### src/ocfr_pkg.sv
// package: constants, field layout, states and the state record for the
// overcurrent fault response block.
// assumes a 100 MHz core clock and a command decoder on the same clock.
`default_nettype none

package ocfr_pkg;

    // command code of the response setting
    localparam logic [7:0] OCFR_CMD_CODE      = 8'h00_E5;
    // field positions inside the setting byte
    localparam int         OCFR_RESP_HI       = 7;
    localparam int         OCFR_RESP_LO       = 6;
    localparam int         OCFR_RETRY_HI      = 5;
    localparam int         OCFR_RETRY_LO      = 3;
    localparam int         OCFR_DELAY_HI      = 2;
    localparam int         OCFR_DELAY_LO      = 0;
    // field encodings
    localparam logic [1:0] OCFR_RESP_DISABLE  = 2'h2;
    localparam logic [2:0] OCFR_RETRY_NONE    = 3'h0;
    // reset value before the strap is taken
    localparam logic [7:0] OCFR_SETTING_RESET = 8'h00_00;

    // timing: one retry unit is 35 ms
    localparam int unsigned OCFR_CLK_KHZ      = 100000;
    localparam int unsigned OCFR_RETRY_UNIT_MS = 35;
    localparam int unsigned OCFR_TICK_CYCLES  =
        OCFR_RETRY_UNIT_MS * OCFR_CLK_KHZ;
    localparam int          OCFR_TICK_W       = 22;
    // cycles after reset release before the synchronised strap is taken
    localparam logic [1:0]  OCFR_STRAP_WAIT   = 2'h2;

    // response sequencer states
    typedef enum logic [1:0] {
        OCFR_ST_RUN   = 2'b00,
        OCFR_ST_HOLD  = 2'b01,
        OCFR_ST_RETRY = 2'b10
    } ocfr_state_type;

    // two-stage synchronisers for the pins
    typedef struct packed {
        logic [7:0] strap;
        logic       oc_fault;
        logic       control_on;
        logic       bias_ok;
    } ocfr_pins_type;

    // complete state of the block
    typedef struct packed {
        ocfr_pins_type              sync1;
        ocfr_pins_type              sync2;
        logic [1:0]                 strap_cnt;
        logic                       strap_done;
        logic [7:0]                 setting;
        ocfr_state_type             state;
        logic [OCFR_TICK_W-1:0]     prescale;
        logic [3:0]                 ticks;
        logic                       oc_status;
        logic                       restart;
        logic [7:0]                 rdata;
    } ocfr_regs_type;

endpackage : ocfr_pkg

`default_nettype wire

### src/ocfr_core.sv
// overcurrent fault response: setting byte, sticky status, alert line,
// output disable and timed automatic restart.
// assumes a command decoder on clk_i that presents one command per strobe,
// and raw pins (fault comparator, control pin, bias good, strap) that are
// asynchronous to clk_i.
// every pin is resampled by two flip-flops, so each pin response lags
// its pin by two clock edges; the output disable itself is combinational
// from the synchronised fault, so the power stage drops in the very
// cycle in which the fault is detected.
//
// Notes on behaviour
// response 10 disables output at once, then retries
// any overcurrent fault pulls the alert line low; the code flags only a fault seen in run while the output is commanded on
// overcurrent fault sets the output-current status bit
// fault bit cleared only by clear faults
// retry 000 keeps output off until cleared
// retries 001-111 restart without rechecking the fault
// off command, bias loss, other fault stop retries
// retry interval is (delay plus one) times 35 ms
// delay counted from fault detection to restart
// setting is one read/write protectable byte, code E5h
// setting starts from the configuration pin strap
// host should keep the default no-retry setting
// no automatic retry inside fault or sequencing groups
// 35 ms prescaler tick, delay plus one ticks
`timescale 1ns/1ps
`default_nettype none

module ocfr_core
    import ocfr_pkg::*;
#(
    parameter int unsigned TICK_CYCLES = OCFR_TICK_CYCLES
)(
    // clock and reset
    input  wire logic       clk_i,
    input  wire logic       reset_i,
    // command port from the bus decoder
    input  wire logic       cmd_valid_i,
    input  wire logic       cmd_write_i,
    input  wire logic [7:0] cmd_code_i,
    input  wire logic [7:0] cmd_wdata_i,
    input  wire logic       write_protect_i,
    input  wire logic       clear_faults_i,
    output logic            cmd_ack_o,
    output logic [7:0]      cmd_rdata_o,
    // raw pins
    input  wire logic       oc_fault_i,
    input  wire logic       control_on_i,
    input  wire logic       bias_ok_i,
    input  wire logic [7:0] strap_cfg_i,
    // same-clock controls
    input  wire logic       operation_on_i,
    input  wire logic       other_fault_off_i,
    input  wire logic       group_member_i,
    // outputs to power stage and host
    output logic            output_enable_o,
    output logic            host_alert_output_o,
    output logic            host_alert_output_oe_n_o,
    output logic            status_oc_o,
    output logic            restart_o,
    output logic [7:0]      setting_o
);

    // state record and its next value: every flip-flop of the block lives
    // in state_reg, and state_next is built for the next edge by one
    // combinational process below
    ocfr_regs_type state_reg;
    ocfr_regs_type state_next;

    // command decode
    logic       hit;

    // run conditions seen by the sequencer
    logic       commanded_on;
    logic       stop_retry;
    logic       fault_seen;

    // fields of the setting byte
    logic [1:0] resp_field;
    logic [2:0] retry_field;
    logic [2:0] delay_field;

    // one pulse per retry unit
    logic       tick;

    // command hit on the one mapped code; other codes belong to other
    // blocks and are neither acked nor stored here
    assign hit = cmd_valid_i
                 && (cmd_code_i == OCFR_CMD_CODE);

    // acknowledge is combinational so the decoder sees it in its cycle
    assign cmd_ack_o = hit;

    // setting fields
    assign resp_field  = state_reg.setting[OCFR_RESP_HI:OCFR_RESP_LO];
    assign retry_field = state_reg.setting[OCFR_RETRY_HI:OCFR_RETRY_LO];
    assign delay_field = state_reg.setting[OCFR_DELAY_HI:OCFR_DELAY_LO];

    // on only while both the pin and the operation command ask for it
    assign commanded_on = state_reg.sync2.control_on && operation_on_i;
    // any one of these ends a retry sequence: off by pin or by command,
    // bias lost, or another fault that shuts the unit down
    assign stop_retry   = !commanded_on
                          || !state_reg.sync2.bias_ok
                          || other_fault_off_i;

    // fault only counts in run while the output is commanded on; a fault that lasts
    // through a restart is caught again in the restart cycle itself
    assign fault_seen = state_reg.sync2.oc_fault
                        && (state_reg.state == OCFR_ST_RUN)
                        && commanded_on;

    // 35 ms prescaler tick; the compare is cut to the counter width on
    // purpose, so TICK_CYCLES must fit in OCFR_TICK_W bits
    assign tick = (state_reg.prescale
                   == OCFR_TICK_W'(TICK_CYCLES - 1));

    // next-state logic
    always_comb
    begin
        state_next         = state_reg;
        state_next.restart = 1'b0;

        // two-flop synchronisers on every pin; only sync2 reads sync1, so
        // a metastable first stage never reaches the sequencer
        state_next.sync1.strap      = strap_cfg_i;
        state_next.sync1.oc_fault   = oc_fault_i;
        state_next.sync1.control_on = control_on_i;
        state_next.sync1.bias_ok    = bias_ok_i;
        state_next.sync2            = state_reg.sync1;

        // take the strap once it has passed the synchroniser; a write that
        // arrives before that is dropped
        if (!state_reg.strap_done)
        begin
            if (state_reg.strap_cnt == OCFR_STRAP_WAIT)
            begin
                state_next.setting    = state_reg.sync2.strap;
                state_next.strap_done = 1'b1;
            end
            else
            begin
                state_next.strap_cnt = state_reg.strap_cnt + 2'h1;
            end
        end
        // protected writes are still acked but leave the byte alone
        else if (hit && cmd_write_i && !write_protect_i)
        begin
            state_next.setting = cmd_wdata_i;
        end

        // read data for the mapped code, zero otherwise
        // read data stands for the one cycle after the hit
        if (hit)
        begin
            state_next.rdata = state_reg.setting;
        end
        else
        begin
            state_next.rdata = 8'h00_00;
        end

        // sticky status: a new fault wins over the clear, so no fault is
        // lost between the host reading the status and clearing it
        if (clear_faults_i)
        begin
            state_next.oc_status = 1'b0;
        end
        if (fault_seen)
        begin
            state_next.oc_status = 1'b1;
        end

        // prescaler free-runs, restarted at fault detection so that the
        // first retry unit is a whole one
        if (tick)
        begin
            state_next.prescale = '0;
        end
        else
        begin
            state_next.prescale = state_reg.prescale + OCFR_TICK_W'(1);
        end

        // response sequencer: hold and retry keep the output off, and
        // only run lets it on
        case (state_reg.state)
            OCFR_ST_RUN:
            begin
                // responses other than 10 only flag the fault; the output
                // then follows the fault level through output_enable_o
                if (fault_seen && (resp_field == OCFR_RESP_DISABLE))
                begin
                    state_next.prescale = '0;
                    state_next.ticks    = '0;
                    if ((retry_field == OCFR_RETRY_NONE)
                        || group_member_i)
                    begin
                        state_next.state = OCFR_ST_HOLD;
                    end
                    else
                    begin
                        state_next.state = OCFR_ST_RETRY;
                    end
                end
            end

            OCFR_ST_HOLD:
            begin
                // output stays off until the host clears faults; a fault
                // still present then is caught again from run
                if (clear_faults_i && !fault_seen)
                begin
                    state_next.state = OCFR_ST_RUN;
                end
            end

            OCFR_ST_RETRY:
            begin
                // the timer counts delay plus one ticks from the prescaler
                // restart, so the attempt lands (delay+1)*TICK_CYCLES
                // cycles after detection
                if (stop_retry)
                begin
                    state_next.state = OCFR_ST_RUN;
                end
                else if (tick)
                begin
                    if (state_reg.ticks == {1'b0, delay_field})
                    begin
                        // restart without looking at the fault input
                        state_next.state   = OCFR_ST_RUN;
                        state_next.restart = 1'b1;
                    end
                    else
                    begin
                        state_next.ticks = state_reg.ticks + 4'h1;
                    end
                end
            end

            default:
            begin
                // an illegal code parks the output off until cleared
                state_next.state = OCFR_ST_HOLD;
            end
        endcase
    end

    // state register; reset loads constants only, and the strap is taken
    // later through the synchroniser so a late-settling pin is still seen
    always_ff @(posedge clk_i or posedge reset_i)
    begin
        if (reset_i)
        begin
            state_reg            <= '0;
            state_reg.setting    <= OCFR_SETTING_RESET;
            state_reg.state      <= OCFR_ST_RUN;
        end
        else
        begin
            state_reg <= state_next;
        end
    end

    // output drive: disabled at once when the fault is seen; bias loss
    // and another shutdown fault gate it off whatever the state
    assign output_enable_o = commanded_on
                             && (state_reg.state == OCFR_ST_RUN)
                             && !fault_seen
                             && !other_fault_off_i
                             && state_reg.sync2.bias_ok;

    // open-drain alert: pulled low while the status bit stands, so the
    // host sees the alert until it clears faults
    assign host_alert_output_o      = 1'b0;
    assign host_alert_output_oe_n_o = !state_reg.oc_status;

    // registered status outputs; restart_o is a one-cycle pulse
    assign status_oc_o = state_reg.oc_status;
    assign restart_o   = state_reg.restart;
    assign setting_o   = state_reg.setting;
    assign cmd_rdata_o = state_reg.rdata;

endmodule : ocfr_core

`default_nettype wire

### config.mk
export PLATFORM = sky130hd
export DESIGN_NAME = ocfr_core
export DESIGN_NICKNAME = d
export VERILOG_FILES = /design/src/ocfr_pkg.sv /design/src/ocfr_core.sv
export SDC_FILE = /design/constraint.sdc
export NUM_CORES = 1
export LEC_CHECK = 0
export BUFFER_PORTS_ARGS = -buffer_cell sky130_fd_sc_hd__buf_2
export CAP_MARGIN = 5
export CORE_ASPECT_RATIO = 0.6
export CORE_MARGIN = 4
export CORE_UTILIZATION = 35
export DETAILED_ROUTE_END_ITERATION = 8
export PLACE_DENSITY_LB_ADDON = 0.25
export SETUP_SLACK_MARGIN = 0.05
export SLEW_MARGIN = 20
export SYNTH_ARGS = -nofsm -noshare
export SYNTH_HDL_FRONTEND = slang
export SYNTH_SLANG_ARGS = --single-unit
### constraint.sdc
create_clock -name clk_i -period 2.6 [get_ports clk_i]
set_input_delay 0.26 -clock clk_i [delete_from_list [all_inputs] [get_ports clk_i]]
set_output_delay 0.26 -clock clk_i [all_outputs]
set_load 0.02 [all_outputs]
==> summary.md <==
| Metric | Value |
|---|---|
| Outcome | `finished clean` |
| DRC violations left | `0` |
| Dpl hpwl | `4890 µm` |
| Synth Warn # | `0` |
| Resized cells post-CTS | `0` |
| Netlist cell types | `50` |
| Number of DRC markers in iteration 0 | `99` |
| Pre-antenna DRT Iters | `4` |
| Cts hold-fix bufs | `0` |
| Max Cap Violations | `0` |
| Starting Density | `0.368` |
| Vias per cell | `4.73` |
| Storage cell area | `0.00178 mm²` |
| Largest net degree at the start of global routing | `37` |
| Fin crit period | `2070 ps` |
| First-pass GRT wire length | `10,800 µm` |
| Post-synthesis sequential area ratio | `0.551` |
| RSZ-0062 raised after global routing | `false` |
| Later-pin clock latency in the skew report | `340 ps` |
| Syn Nets | `324` |
| Antenna Violating Nets Remaining | `0` |
| Cells after Synth | `282` |
| PortBufs | `between 50 and 60` |
| Setup bufs post-CTS | `0` |
| Final hold vios | `0` |
| Antenna violations before repair | `0` |
| Final setup violation count | `0` |
| Slowest CP cell | `nor4_1` |
| WL final | `6550 µm` |
| WP data arrival | `2280 ps` |
| Clock Tree Root | `clkbuf_16` |
| Layout cell share with drive strength beyond 1 | `0.304` |
| Max reg flops | `42` |
| DIE HEIGHT | `82.3 µm` |
| Worst-case clock buffer depth | `2` |
| I/O pins | `58` |
| Ant. Diodes | `0` |
| Vias | `2,121` |
| CP Class | `reg -> reg` |
| Commonest non-fill, non-tap cell in the layout | `dfrtp_1` |
| Worst Skew | `8.21 ps` |
| Max incr delay on CP | `550 ps` |
| Synth-to-layout area growth | `19.8%` |
| CTS buffer count | `9` |
| Slew headroom | `0.506` |
| Fill cell count | `821` |
| Nets | `373` |
| EDFF count, synth | `0` |
| DIE AREA | `0.0109 mm²` |
| Final period utilization | `0.794` |
| WP data required | `2820 ps` |
| WL/cell | `about 15 µm` |
| Hold Crit Class | `in -> reg` |
| Final WS setup | `approximately 530 ps` |
| FF+latch count, synth | `71` |
| Pwr Density | `780 mW/mm²` |
| GP Congestion | `roughly 0.8` |
| CTS H-Tree Depth | `3` |
| Syn Std Cell Area | `0.00322 mm²` |
| Post-Place Setup Slack | `549 ps` |
| Total GRT Usage | `0.130` |
| Core Box Area | `a little under 0.009 mm²` |
| Async SR Flop Fraction | `1.00` |
| Cells along the critical path | `xor2_1 > nor4_1 > and4_1 > o211a_1 > mux2_2` |
| Area of the multi-input gates | `0.00122 mm²` |
| Total grt overflow | `0` |
| Crit path max fanout | `5` |
| Clock slew seen by the registers of the worst setup and hold paths | `around 60 ps` |
| Max Slew Vio Count | `0` |
| Worst-Margin Slew | `740 ps` |
| Most used DFF post-synth | `dfrtp_1` |
| Syn avg cell area | `11.4 µm²` |
| Fmax | `484 MHz` |
| CTS tree | `done` |
| Die X | `approximately 130 µm` |
| Setup TNS | `0 ps` |
| Most frequent cells in the layout | `71 x dfrtp_1, 56 x buf_2, 26 x nor2_1` |
| # rows | `26` |
| Setup crit end kind | `flop` |
| P_leak | `around 0.0018 µW` |
| Vias in the first global route | `between 2,000 and 2,500` |
| CP Launch Type | `flop` |
| IR drop worst, VDD | `0.314 mV` |
| # clock sinks | `71` |
## critical path: cells and delay by family, from the launching register on
family,cells,cell delay [ps]
AO/OA/AOI/OAI,1,170
AND/OR/NAND/NOR,2,860
XOR/XNOR,1,160
flip-flops,1,430
multiplexers,1,330
## where the power goes
| part | internal, µW | switching [µW] | total, µW |
|---|---|---|---|
| clock network | 939 | 477 | 1420 |
| logic | 146 | 182 | 328 |
| registers | 1190 | 75.8 | 1270 |
## routing by layer
layer | wire [µm] | global-route usage | vias to the layer above | share of wire
li1 | - | - | 1058 | -
met1 | 3410 | 0.191 | 1010 | 0.52
met2 | 2700 | 0.170 | 44 | 0.41
met3 | 318 | 0.0448 | 9 | 0.049
met4 | 116 | 0.0618 | 0 | 0.018
met5 | 0 | 0 | - | 0
## layout make-up
class / count / share of cell area
clock buffers: 9 / 0.0583
clock inverters: 7 / 0.0311
inverters: 13 / 0.0126
multi-input cells: 174 / 0.317
flip-flops and latches: 71 / 0.460
well taps: 112 / 0.0363
repair buffers: 62 / 0.0843
## worst paths after layout
path	slack, ps	end	cells after the start	start
max	530	state_reg[36]	5	state_reg[11]
min	30	state_next[51]	1	oc_fault_i
max reg2reg	530	state_reg[36]	5	state_reg[11]
min reg2reg	350	state_reg[50]	0	state_next[50]
max in group asynchronous	1840	restart_o	3	reset_i
min in group asynchronous	50	state_next[51]	2	reset_i
## metrics by stage
step / hold slack (ps) / total power [µW] / instances / utilization / instance area [µm²]
after floorplan: 291 / 1500 / 282 / - / 3220
after global placement: 334 / 1610 / 432 / 0.402 / 3520
after detailed placement: 335 / 1610 / 432 / 0.402 / 3520
after CTS: 15.7 / 3050 / 448 / 0.441 / 3860
after global routing: 13.3 / 3150 / 448 / 0.441 / 3860
final: 29.5 / 3010 / 448 / 0.441 / 3860
## synth_stat cells, drive strengths merged, types with 2 or more instances
master,number,area share
a21o,7,0.019
a22o,7,0.019
and2,11,0.024
and3,6,0.012
and3b,2,0.0054
and4,4,0.011
and4b,3,0.0093
buf,19,0.045
clkbuf,5,0.0089
dfrtp,71,0.55
ha,6,0.023
inv,13,0.015
mux2,2,0.0070
mux2i,3,0.0093
nand2,15,0.017
nand3,12,0.019
nand4,6,0.012
nor2,27,0.034
nor2b,2,0.0039
nor3,8,0.012
nor4,5,0.014
nor4b,3,0.013
nor4bb,2,0.0062
o21ai,2,0.0031
o221ai,2,0.0054
xnor2,13,0.035
xor2,11,0.030
## logic make-up after synthesis
| kind of cell | after synthesis | share of synthesized area |
|---|---|---|
| other | 1 | 0.00116 |
| adder cells (fa/ha/maj) | 6 | 0.0233 |
| XOR/XNOR | 24 | 0.0652 |
| multiplexers | 5 | 0.0163 |
| flip-flops | 71 | 0.551 |
| AND/OR/NAND/NOR | 111 | 0.205 |
| AO/OA/AOI/OAI | 27 | 0.0695 |
| buffers and inverters | 37 | 0.0687 |
No activity file was read; power rests on OpenSTA's default activity.
